`config.mk`:
```
export PLATFORM = sky130hd
export DESIGN_NAME = wdt_watchdog_timer
export DESIGN_NICKNAME = d
export VERILOG_FILES = /design/src/wdt_tick_div.v /design/src/wdt_watchdog_timer.v
export VERILOG_INCLUDE_DIRS = /design/src
export SDC_FILE = /design/constraint.sdc
export NUM_CORES = 1
export LEC_CHECK = 0
export ABC_AREA = 1
export BUFFER_PORTS_ARGS = -buffer_cell sky130_fd_sc_hd__buf_2
export CORE_AREA = 2 2 86 122
export CTS_CLUSTER_DIAMETER = 120
export DETAILED_ROUTE_END_ITERATION = 8
export DIE_AREA = 0 0 88 124
export PLACE_DENSITY = 0.77
export SKIP_CTS_REPAIR_TIMING = 1
export SYNTH_ARGS = -nofsm -noshare
export SYNTH_HDL_FRONTEND = slang
export SYNTH_SLANG_ARGS = --single-unit
export TNS_END_PERCENT = 1
```
`constraint.sdc`:
```
create_clock -name clk_i -period 4 [get_ports clk_i]
set_input_delay 0.2 -clock clk_i [delete_from_list [all_inputs] [get_ports clk_i]]
set_output_delay 0.2 -clock clk_i [all_outputs]
set_load 0.01 [all_outputs]
```
`src/wdt_map.vh`:
```
// Constants of the windowed watchdog: register offsets, field positions,
// reset values, key codes and timing figures.
// Assumes inclusion by bare name from the watchdog design files.
`ifndef WDT_MAP_VH
`define WDT_MAP_VH

// Register offsets on the plain register port
`define WDT_ADDR_W 4
`define WDT_ADDR_RSS 4'h0
`define WDT_ADDR_SO1 4'h1
`define WDT_ADDR_SO2 4'h2
`define WDT_ADDR_CNT 4'h3

// Service key codes, low byte of the documented 16-bit values
`define WDT_KEY_FIRST 8'h55
`define WDT_KEY_SECOND 8'haa

// system_options_one: timeout_select field
`define WDT_TSEL_HI 7
`define WDT_TSEL_LO 6
`define WDT_TSEL_RST 2'h3
`define WDT_TSEL_OFF 2'h0
`define WDT_TSEL_SHORT 2'h1
`define WDT_TSEL_MID 2'h2

// system_options_two: watchdog_clock_select and window_enable
`define WDT_CLKS_BIT 7
`define WDT_WIN_BIT 6
`define WDT_CLKS_RST 1'h0
`define WDT_WIN_RST 1'h0
`define WDT_CLKS_LPO 1'h0

// reset_source_status bits
`define WDT_RSS_POR_BIT 7
`define WDT_RSS_WDT_BIT 5

// Overflow exponents, low-power clock then bus clock
`define WDT_EXP_LPO_1 5'd5
`define WDT_EXP_LPO_2 5'd8
`define WDT_EXP_LPO_3 5'd10
`define WDT_EXP_BUS_1 5'd13
`define WDT_EXP_BUS_2 5'd16
`define WDT_EXP_BUS_3 5'd18

// Counter width holds the largest overflow count, 2^18
`define WDT_CNT_W 19
`define WDT_CNT_ONE 19'h00001
`define WDT_CNT_ZERO 19'h00000

// Window opens after three quarters: limit minus limit shifted by this
`define WDT_WIN_SHIFT 2

// Timing: bus clock rate and low-power clock period
`define WDT_CLK_KHZ 40000
`define WDT_LPO_PERIOD_US 1000
`define WDT_US_PER_MS 1000
`define WDT_LPO_DIV ((`WDT_LPO_PERIOD_US * `WDT_CLK_KHZ) / `WDT_US_PER_MS)
`define WDT_DIV_W 16

`endif

```
`src/wdt_tick_div.v`:
```
// Divider that makes the low-power watchdog tick as a one-cycle enable.
// Assumes the bus clock is the only clock; clear_i restarts the period.
`timescale 1ns/1ps
`default_nettype none
`include "wdt_map.vh"

module wdt_tick_div #(
  parameter DIV = `WDT_LPO_DIV,
  parameter CW = `WDT_DIV_W
) (
  input wire clk_i,
  input wire rst_b_i,
  input wire clear_i,
  output reg tick_o
);

  localparam [CW-1:0] ZERO = {CW{1'b0}};
  localparam [CW-1:0] ONE = {{(CW-1){1'b0}}, 1'b1};
  localparam [CW-1:0] LAST = DIV[CW-1:0] - ONE; // Cut on purpose; the divide fits CW bits

  reg [CW-1:0] phase;

  // Phase counter; a clear holds it at zero so the next tick is a full period away
  always @(posedge clk_i or negedge rst_b_i) begin
    if (!rst_b_i) begin
      phase <= ZERO;
      tick_o <= 1'b0;
    end else if (clear_i) begin
      phase <= ZERO;
      tick_o <= 1'b0;
    end else if (phase == LAST) begin
      phase <= ZERO;
      tick_o <= 1'b1;
    end else begin
      phase <= phase + ONE;
      tick_o <= 1'b0;
    end
  end

endmodule
`default_nettype wire

```
`src/wdt_watchdog_timer.v`:
```
// Windowed watchdog_timer: service keys, write-once options, timeout and
// window checks, and a reset request pulse toward the system reset logic.
// Assumes rst_b_i is the system reset driven in answer to the request and
// por_b_i is power-on only; stop_i and debug_i arrive as asynchronous pins.
// Assumes one register strobe at a time, and a master that takes read data
// in the cycle after the read strobe; the port never inserts wait states.
// The slow watchdog tick is made here by dividing the bus clock, so no
// second clock domain exists inside the block.
`timescale 1ns/1ps
`default_nettype none
`include "wdt_map.vh"

module wdt_watchdog_timer #(
  parameter LPO_DIV = `WDT_LPO_DIV,
  parameter DW = 8
) (
  input wire clk_i,
  input wire rst_b_i,
  input wire por_b_i,
  input wire [`WDT_ADDR_W-1:0] addr_i,
  input wire [DW-1:0] wdata_i,
  input wire wr_i,
  input wire rd_i,
  output reg [DW-1:0] rdata_o,
  input wire stop_i,
  input wire debug_i,
  output reg wdt_reset_req_o
);

  localparam [DW-1:0] DZERO = {DW{1'b0}};

  // Overflow count for the selected clock and timeout
  // A disabled setting still maps to a limit here; the enable term keeps it
  // from firing, so the function needs no special case for it.
  function [`WDT_CNT_W-1:0] timeout_limit;
    input clks;
    input [1:0] tsel;
    reg [4:0] expo;
    begin
      expo = 5'd0;
      if (clks == `WDT_CLKS_LPO) begin
        if (tsel == `WDT_TSEL_SHORT)
          expo = `WDT_EXP_LPO_1;
        else if (tsel == `WDT_TSEL_MID)
          expo = `WDT_EXP_LPO_2;
        else
          expo = `WDT_EXP_LPO_3;
      end else begin
        if (tsel == `WDT_TSEL_SHORT)
          expo = `WDT_EXP_BUS_1;
        else if (tsel == `WDT_TSEL_MID)
          expo = `WDT_EXP_BUS_2;
        else
          expo = `WDT_EXP_BUS_3;
      end
      timeout_limit = `WDT_CNT_ONE << expo;
    end
  endfunction

  // Count at which the window opens: three quarters of the limit
  // Shift and subtract is exact because every limit is a power of two
  function [`WDT_CNT_W-1:0] window_open;
    input [`WDT_CNT_W-1:0] limit;
    begin
      window_open = limit - (limit >> `WDT_WIN_SHIFT);
    end
  endfunction

  // Stop and debug pins, two flops before any logic looks at them
  // Only the second flop feeds logic, so a metastable first stage stays
  // contained; the cost is two cycles of latency on entering a halt.
  reg stop_m;
  reg stop_s;
  reg debug_m;
  reg debug_s;

  always @(posedge clk_i or negedge rst_b_i) begin
    if (!rst_b_i) begin
      stop_m <= 1'b0;
      stop_s <= 1'b0;
      debug_m <= 1'b0;
      debug_s <= 1'b0;
    end else begin
      stop_m <= stop_i;
      stop_s <= stop_m;
      debug_m <= debug_i;
      debug_s <= debug_m;
    end
  end

  // Stop and debug are treated alike: either one halts the count
  wire halted = stop_s | debug_s;

  // Option fields, lock flags, counter and sequence state
  reg [1:0] timeout_select;
  reg watchdog_clock_select;
  reg window_enable;
  reg so1_locked;
  reg so2_locked;
  reg [`WDT_CNT_W-1:0] count;
  reg key_armed;
  reg fired;
  reg wdt_caused;
  reg por_seen;

  // Bus decode of writes
  wire wr_rss = wr_i && (addr_i == `WDT_ADDR_RSS);
  wire wr_so1 = wr_i && (addr_i == `WDT_ADDR_SO1);
  wire wr_so2 = wr_i && (addr_i == `WDT_ADDR_SO2);
  wire key_first = wr_rss && (wdata_i == `WDT_KEY_FIRST);
  wire key_second = wr_rss && (wdata_i == `WDT_KEY_SECOND);
  wire key_bad = wr_rss && !key_first && !key_second;

  // Low-power tick; held in phase zero while halted so counting restarts clean
  // A service does not restart the divider, so a slow-clock timeout may end
  // up to one tick period early; keeping bus decode out of the divider
  // was judged worth that small loss of margin.
  wire lpo_tick;
  wire lpo_clear = halted || (watchdog_clock_select != `WDT_CLKS_LPO);

  wdt_tick_div #(
    .DIV(LPO_DIV),
    .CW(`WDT_DIV_W)
  ) wdt_tick_div_inst (
    .clk_i(clk_i),
    .rst_b_i(rst_b_i),
    .clear_i(lpo_clear),
    .tick_o(lpo_tick)
  );

  // Derived timing for the current settings
  // The largest limit needs every counter bit; the count itself never
  // goes past limit minus one, so no carry is ever lost.
  wire enabled = (timeout_select != `WDT_TSEL_OFF);
  wire on_lpo = (watchdog_clock_select == `WDT_CLKS_LPO);
  wire [`WDT_CNT_W-1:0] limit = timeout_limit(watchdog_clock_select, timeout_select);
  wire [`WDT_CNT_W-1:0] last_count = limit - `WDT_CNT_ONE;
  wire windowed = window_enable && !on_lpo;
  wire in_window = (count >= window_open(limit));

  // Counter step: bus clock pauses when halted, low-power clock waits for a tick
  // Only the bus mode pause is visible here; the slow-mode zeroing sits
  // in the counter process below.
  wire step = enabled && !fired && !halted && (on_lpo ? lpo_tick : 1'b1);

  // A key write before the window opens counts as premature
  // Either key counts, so a lone second key cannot slip in early
  wire early = windowed && (key_first || key_second) && !in_window;

  // Service completes on the second key after the first, inside any window
  wire serviced = key_second && key_armed && !early;

  // Overflow is the step that would carry the counter to the limit
  // A service that lands on the overflow cycle wins: software met the deadline
  wire overflow = step && (count == last_count) && !serviced;

  // Any fault asks for one reset; a disabled watchdog asks for none
  // fired blocks a second request while the system reset is on its way
  wire fault = enabled && !fired && (key_bad || early || overflow);

  // Write-once option registers; reset values pick low-power clock, longest timeout
  // Each register has its own lock flag, so locking one leaves the other open
  always @(posedge clk_i or negedge rst_b_i) begin
    if (!rst_b_i) begin
      timeout_select <= `WDT_TSEL_RST;
      so1_locked <= 1'b0;
    end else if (wr_so1 && !so1_locked) begin
      timeout_select <= wdata_i[`WDT_TSEL_HI:`WDT_TSEL_LO];
      so1_locked <= 1'b1;
    end
  end

  always @(posedge clk_i or negedge rst_b_i) begin
    if (!rst_b_i) begin
      watchdog_clock_select <= `WDT_CLKS_RST;
      window_enable <= `WDT_WIN_RST;
      so2_locked <= 1'b0;
    end else if (wr_so2 && !so2_locked) begin
      watchdog_clock_select <= wdata_i[`WDT_CLKS_BIT];
      window_enable <= wdata_i[`WDT_WIN_BIT];
      so2_locked <= 1'b1;
    end
  end

  // First option write restarts the count so it runs on the new settings
  wire opt_init = (wr_so1 && !so1_locked) || (wr_so2 && !so2_locked);

  // Timeout counter
  // Service and option init win over a slow-clock halt; all three mean zero anyway
  always @(posedge clk_i or negedge rst_b_i) begin
    if (!rst_b_i) begin
      count <= `WDT_CNT_ZERO;
    end else if (opt_init || serviced) begin
      count <= `WDT_CNT_ZERO;
    end else if (on_lpo && halted) begin
      count <= `WDT_CNT_ZERO;
    end else if (step && !overflow) begin
      count <= count + `WDT_CNT_ONE;
    end
  end

  // Key sequence: first key arms, second key services, anything else disarms
  // An early key never arms, so it cannot pair after the reset it asked for
  always @(posedge clk_i or negedge rst_b_i) begin
    if (!rst_b_i) begin
      key_armed <= 1'b0;
    end else if (opt_init) begin
      key_armed <= 1'b0;
    end else if (key_first && !early) begin
      key_armed <= 1'b1;
    end else if (wr_rss) begin
      key_armed <= 1'b0;
    end
  end

  // Reset request: one cycle, then quiet until the system reset comes back
  // Registered, so the reset controller sees a clean glitch-free pulse
  always @(posedge clk_i or negedge rst_b_i) begin
    if (!rst_b_i) begin
      wdt_reset_req_o <= 1'b0;
      fired <= 1'b0;
    end else begin
      wdt_reset_req_o <= fault;
      if (fault)
        fired <= 1'b1;
    end
  end

  // Reset-source record survives the system reset; only power-on clears it.
  // A later request from elsewhere cannot be seen here, so the bit stays set
  // until power is cycled.
  always @(posedge clk_i or negedge por_b_i) begin
    if (!por_b_i) begin
      wdt_caused <= 1'b0;
    end else if (fault) begin
      wdt_caused <= 1'b1;
    end
  end

  // Power-on flag: set by power-on, dropped once a watchdog reset occurs
  always @(posedge clk_i or negedge por_b_i) begin
    if (!por_b_i) begin
      por_seen <= 1'b1;
    end else if (fault) begin
      por_seen <= 1'b0;
    end
  end

  // Read mux; writes to the status address change what it shows only through the fault they may raise
  // Counter reads give the top byte only: enough to watch progress
  reg [DW-1:0] next_rdata;

  always @* begin
    next_rdata = DZERO;
    if (addr_i == `WDT_ADDR_RSS) begin
      next_rdata[`WDT_RSS_POR_BIT] = por_seen;
      next_rdata[`WDT_RSS_WDT_BIT] = wdt_caused;
    end else if (addr_i == `WDT_ADDR_SO1) begin
      next_rdata[`WDT_TSEL_HI:`WDT_TSEL_LO] = timeout_select;
    end else if (addr_i == `WDT_ADDR_SO2) begin
      next_rdata[`WDT_CLKS_BIT] = watchdog_clock_select;
      next_rdata[`WDT_WIN_BIT] = window_enable;
    end else if (addr_i == `WDT_ADDR_CNT) begin
      next_rdata = count[`WDT_CNT_W-1:`WDT_CNT_W-DW];
    end else begin
      next_rdata = DZERO; // Unmapped reads return zero
    end
  end

  // Read data stands one cycle after the strobe and is zero otherwise
  // Zero between reads keeps stale values off a shared read bus
  always @(posedge clk_i or negedge rst_b_i) begin
    if (!rst_b_i) begin
      rdata_o <= DZERO;
    end else if (rd_i) begin
      rdata_o <= next_rdata;
    end else begin
      rdata_o <= DZERO;
    end
  end

endmodule
`default_nettype wire

```
==> results of run 1 <==
## worst max-delay path, delay by kind of cell, from the launching register on
family / cells / cell delay (ns)
compound gates: 6 / 0.90
buf+inv: 5 / 0.51
fa+ha+maj: 4 / 0.94
flops: 1 / 0.54
simple gates: 10 / 1.25
## final timing paths
check                      cells after the start  slack, ns    endpoint
setup / recovery                              25      -0.21    count[1]
hold / removal                                 3       0.12  rdata_o[7]
setup reg to reg                              25      -0.21    count[1]
hold reg to reg                                0       0.36     debug_s
max in group asynchronous                      3       2.84    count[0]
min in group asynchronous                      2       0.18  wdt_caused
## power breakdown
| part | total, uW | switching [uW] | internal, uW |
|---|---|---|---|
| Clock | 839 | 290 | 549 |
| Sequential | 602 | 1.43 | 601 |
| Combinational | 64.7 | 42.0 | 22.7 |
## cells by family (layout without fill, tap and decap cells)
logic type | count (synthesis) | in the layout | share of synthesized area
adder cells (fa/ha/maj) | 40 | 40 | 0.104
buffers and inverters | 125 | 217 | 0.108
flip-flops | 59 | 59 | 0.308
AND/OR/NAND/NOR | 415 | 415 | 0.390
XOR/XNOR | 16 | 16 | 0.0291
AO/OA/AOI/OAI | 50 | 50 | 0.0611
## sequential cells by signal (all words and copies together) (netlist names), 2 cells and up
name / cells
rdata_o: 8
timeout_select: 2
count: 19
wdt_tick_div_inst.phase: 16
## metrics by stage
| stage | total power (uW) | cells |
|---|---|---|
| finish | 1510 | 932 |
| global route | 1540 | 932 |
| CTS | 1500 | 920 |
| detailed placement | 664 | 904 |
| global placement | 661 | 904 |
| floorplan | 633 | 705 |
## layout by cell type (no fill, tap or decap), types with 2 or more instances in the layout
cell	Yosys	final
nand4_1	22	22
nor3_1	16	13
or2_2	5	5
inv_1	102	96
bufinv_16	0	2
nand3_1	66	50
nor2_1	89	86
inv_6	0	2
nand2_1	185	166
nor2_4	5	8
o211ai_1	2	2
nand2_8	0	2
buf_2	9	27
o21ai_0	14	13
a31oi_1	5	4
clkbuf_16	0	11
buf_6	1	3
xnor2_1	6	6
nand2_4	2	6
inv_4	1	2
nand3_2	7	23
dfrtp_1	56	56
nor3_2	0	3
ha_4	0	6
dfstp_2	3	3
nand2_2	4	17
nand3b_1	2	2
ha_1	40	33
nor3b_1	5	5
xor2_1	10	10
buf_4	1	55
nor4_1	6	6
buf_12	0	3
a21oi_1	17	15
o22ai_1	3	3
dlygate4sd3_1	0	4
a21oi_2	0	2
inv_2	4	8
## area by class of cell
| class | count | area share |
|---|---|---|
| repair buffers | 94 | 0.117 |
| multi-input cells | 521 | 0.502 |
| flip-flops and latches | 59 | 0.236 |
| clock inverters | 7 | 0.0158 |
| inverters | 107 | 0.0661 |
| clock buffers | 9 | 0.0360 |
| well taps | 135 | 0.0270 |
## layer usage
layer / vias to the layer above / GRT usage / part of all wire
met5: - / 0 / 0
met4: 0 / 0.142 / 0.066
met3: 97 / 0.0358 / 0.049
met2: 248 / 0.493 / 0.53
met1: 2419 / 0.285 / 0.35
li1: 2447 / - / -
==> flow_summary.json, run 1 <==
{
  "seq_area_sq_um": 1480,
  "portBuffers": 27,
  "area_delta_synth_final_pct": 30.1,
  "drv_cap": 0,
  "crit_path_start_kind": "flop",
  "antenna_found_initial": 0,
  "num-fill-cells": 806,
  "clk_path_buf_depth": 2,
  "ios": 28,
  "worstPathArrival_ns": 4.47,
  "track_usage": 0.265,
  "setup_viol": 23,
  "yosysWarnings": 0,
  "vias_per_cell": 5.59,
  "finish.utilization": 0.643,
  "post_route_cells_drive_above_1_share": 0.250,
  "p_leak_uw": 0.00303,
  "syn_area_sq_um": 4810,
  "timing.fmax_ghz": 0.238,
  "die_x_um": 88,
  "post-route-drc-count": 0,
  "wirelength_um": 14900,
  "clk_latency_ns": 0.34,
  "antenna-diode-count": 0,
  "crit_top_cell": "nand3_2",
  "core_sq_um": 9740,
  "place_ws_ns": -0.503,
  "min_period_ns": 4.21,
  "die_area_sq_um": 10900,
  "die_y_um": 124,
  "dpl-instance-area_sq_um": 5490,
  "clk_pin_slew_ns": 0.06,
  "synth_cell_type_count": 41,
  "multi_input_area_sq_um": 3140,
  "ys_ff_latch": 59,
  "critPathMaxFanout": 6,
  "crit_path_max_incr_delay_ns": 0.54,
  "hold_viol_final": 0,
  "violations": "setup timing",
  "vdd_ir_drop_max_uv": 364,
  "cts_max_level": 3,
  "rows": 43,
  "synth_cells": 705,
  "setup_ws_ns": -0.208,
  "setup-tns-final_ns": -3.84,
  "tightestPinTransition_ns": 0.665,
  "finalInstanceArea_sq_um": 6260,
  "timing.rr.start": "timeout_select[1]",
  "whs_ns": 0.124,
  "numCtsBuffers": 9,
  "wire_per_inst_um": 15.9,
  "synth_top_area_frac": 0.291,
  "relSlewSlack": 0.552,
  "yosys.cell_count.top_type": "nand2_1",
  "dr.pass1.iters": 5,
  "p_per_area_nw_per_um2": 240,
  "async_flop_share": 1.00,
  "finalMaxSlewViolations": 0,
  "hp-start": "rd_i",
  "start_util": 0.494,
  "cts_tree": "yes",
  "grt_pass1_wl_um": 22500,
  "syn_avg_cell_area_sq_um": 6.82,
  "hold_path_class": "input port to flop",
  "vias": 5211,
  "status": "complete, but fails checks",
  "cp-startpoint": "timeout_select[1]",
  "hpwlAfterDp_um": 10300,
  "yosysSeqAreaShare": 0.308,
  "fin_skew_ns": 0.00870,
  "drt-initial-drc-count": 540,
  "grt_pass1_vias": 4929,
  "synth_flop_cell": "dfrtp_1",
  "nets": 851,
  "grt_setup_unrepaired": "yes",
  "gp_congestion": 1.02,
  "grt_remaining_overflow": 0,
  "synth_common_cells": "185 x nand2_1, 102 x inv_1, 89 x nor2_1",
  "synth_edf_count": 0,
  "grt_max_degree": 49,
  "numClockSinks": 59,
  "cp.required_ns": 4.27,
  "yosys.area.top_type": "dfrtp_1",
  "synth.area.top_cells": "dfrtp_1 29%, nand2_1 14%, ha_1 10%",
  "cp_slowest_cell": "dfstp_2",
  "synthesis.nets": 764,
  "end_kind": "flop",
  "finalCritPeriodShare": 1.05,
  "clockRootBuffer": "clkbuf_16",
  "postRouteAntennaNets": 0,
  "critPathKind": "flop to flop"
}
Power figures use the tool's default switching activity.
==> run 2, diff against run 1 <==
PLACE_DENSITY = 0.69   (was 0.77)
SLEW_MARGIN = 30   (was not set)
==> flow_summary.json, run 2 (same netlist as run 1, synthesis figures left out) <==
{
  "p_per_area_nw_per_um2": 217,
  "post-route-drc-count": 0,
  "setup_viol": 23,
  "antenna-diode-count": 0,
  "track_usage": 0.266,
  "dr.pass1.iters": 6,
  "crit_path_start_kind": "flop",
  "grt_setup_unrepaired": "yes",
  "vias": 4927,
  "numClockSinks": 59,
  "finalMaxSlewViolations": 0,
  "critPathMaxFanout": 4,
  "die_y_um": 124,
  "die_x_um": 88,
  "clk_path_buf_depth": 2,
  "antenna_found_initial": 0,
  "hold_path_class": "input port to async pin",
  "grt_remaining_overflow": 0,
  "clockRootBuffer": "clkbuf_16",
  "violations": "setup timing",
  "numCtsBuffers": 9,
  "vias_per_cell": 5.26,
  "core_sq_um": 9740,
  "clk_latency_ns": 0.33,
  "wire_per_inst_um": 15.0,
  "place_inst": 909,
  "min_period_ns": 4.21,
  "die_area_sq_um": 10900,
  "worstPathArrival_ns": 4.48,
  "setup-tns-final_ns": -4.47,
  "drt-initial-drc-count": 320,
  "crit_top_cell": "nand2_2",
  "largest-register": "count",
  "wirelength_um": 14000,
  "grt_pass1_vias": 4839,
  "start_util": 0.494,
  "cts_tree": "yes",
  "ios": 28,
  "fin_skew_ns": 0.00921,
  "final_common_cell": "nand2_1",
  "hpwlAfterDp_um": 10600,
  "cp_slowest_cell": "dfstp_2",
  "grt_pass1_wl_um": 22300,
  "setup_ws_ns": -0.214,
  "gp_congestion": 0.950,
  "clk_pin_slew_ns": 0.05,
  "largest_reg_flops": 19,
  "nets": 857,
  "most-common-layout-cells": "165 x nand2_1, 91 x inv_1, 87 x nor2_1",
  "area_delta_synth_final_pct": 29.8,
  "status": "complete, but fails checks",
  "top_regs": "count (19), wdt_tick_div_inst.phase (16), rdata_o (8)",
  "grt_max_degree": 58,
  "portBuffers": 27,
  "timing.fmax_ghz": 0.237,
  "tightestPinTransition_ns": 0.722,
  "cp.required_ns": 4.27,
  "end_kind": "flop",
  "vdd_ir_drop_max_uv": 253,
  "cts_max_level": 3,
  "postRouteAntennaNets": 0,
  "rows": 43,
  "crit_path_max_incr_delay_ns": 0.57,
  "finalCritPeriodShare": 1.05,
  "post_route_cells_drive_above_1_share": 0.261,
  "drv_cap": 0,
  "critPathKind": "flop to flop",
  "fin_cells": 937,
  "p_leak_uw": 0.00302,
  "hold_viol_final": 0,
  "p_total_uw": 1350,
  "place_ws_ns": -0.428,
  "relSlewSlack": 0.518
}
==> run 2: cell count changes in the layout (fill, tap and decap cells not counted), sizes merged <==
| cell | change |
|---|---|
| buf | +8 |
| bufinv | -2 |
| clkbuf | -1 |
| clkinv | +1 |
| clkinvlp | +1 |
| dlygate4sd3 | -1 |
| inv | -1 |
==> run 2: per-layer routing <==
metal | up-vias | wire length, um | track usage | part of all wire
li1 | 2453 | - | - | -
met1 | 2273 | 5150 | 0.282 | 0.37
met2 | 152 | 7550 | 0.493 | 0.54
met3 | 49 | 505 | 0.0351 | 0.036
met4 | 0 | 826 | 0.153 | 0.059
met5 | - | 0 | 0 | 0
==> run 2: worst paths after layout <==
kind                                   start                         end  depth (start not counted)  slack [ns]
max                        timeout_select[0]                    por_seen                         29       -0.21
min in group clk_i                      rd_i                  rdata_o[7]                          3        0.13
min reg2reg                           stop_m                      stop_s                          0        0.34
min                                  rst_b_i  wdt_tick_div_inst.phase[1]                          2        0.01
max in group asynchronous            rst_b_i                    count[3]                          2        3.50
max reg2reg                timeout_select[0]                    por_seen                         29       -0.21
==> run 2: worst max-delay path: cells and delay by family, from the launching register on <==
family                     cells  cell delay (ns)
and+or+nand+nor               17             1.66
buffers and inverters          6             0.50
DFF                            1             0.57
AOI/OAI and AO/OA              2             0.30
adders and majority gates      3             0.98
xor gates and xnor gates       1             0.13
==> run 2: final cells by class <==
cell class              count  area [sq um]
fillers                   853          3490
multi-input cells         521          3150
inverters                 107           417
flip-flops and latches     59          1480
clock inverters             6          42.5
well taps                 135           169
repair buffers            100           756
clock buffers               9           225
==> run 2: power by group <==
part	internal [uW]	switching, uW	total [uW]	leakage (uW)
Sequential	601	1.18	602	0.000782
Clock	415	276	691	0.000128
Combinational	20.3	39.3	59.7	0.00211
Total	1040	316	1350	0.00302
==> run 2: through the flow <==
stage	hold slack [ns]	util	cell area (sq um)
4_1_cts	-0.365	0.595	5800
3_3_place_gp	-0.0116	0.568	5530
6_report	0.0123	0.641	6240
5_1_grt	0.0811	0.641	6240
3_5_place_dp	-0.00912	0.568	5530
2_1_floorplan	-0.0956	-	4860
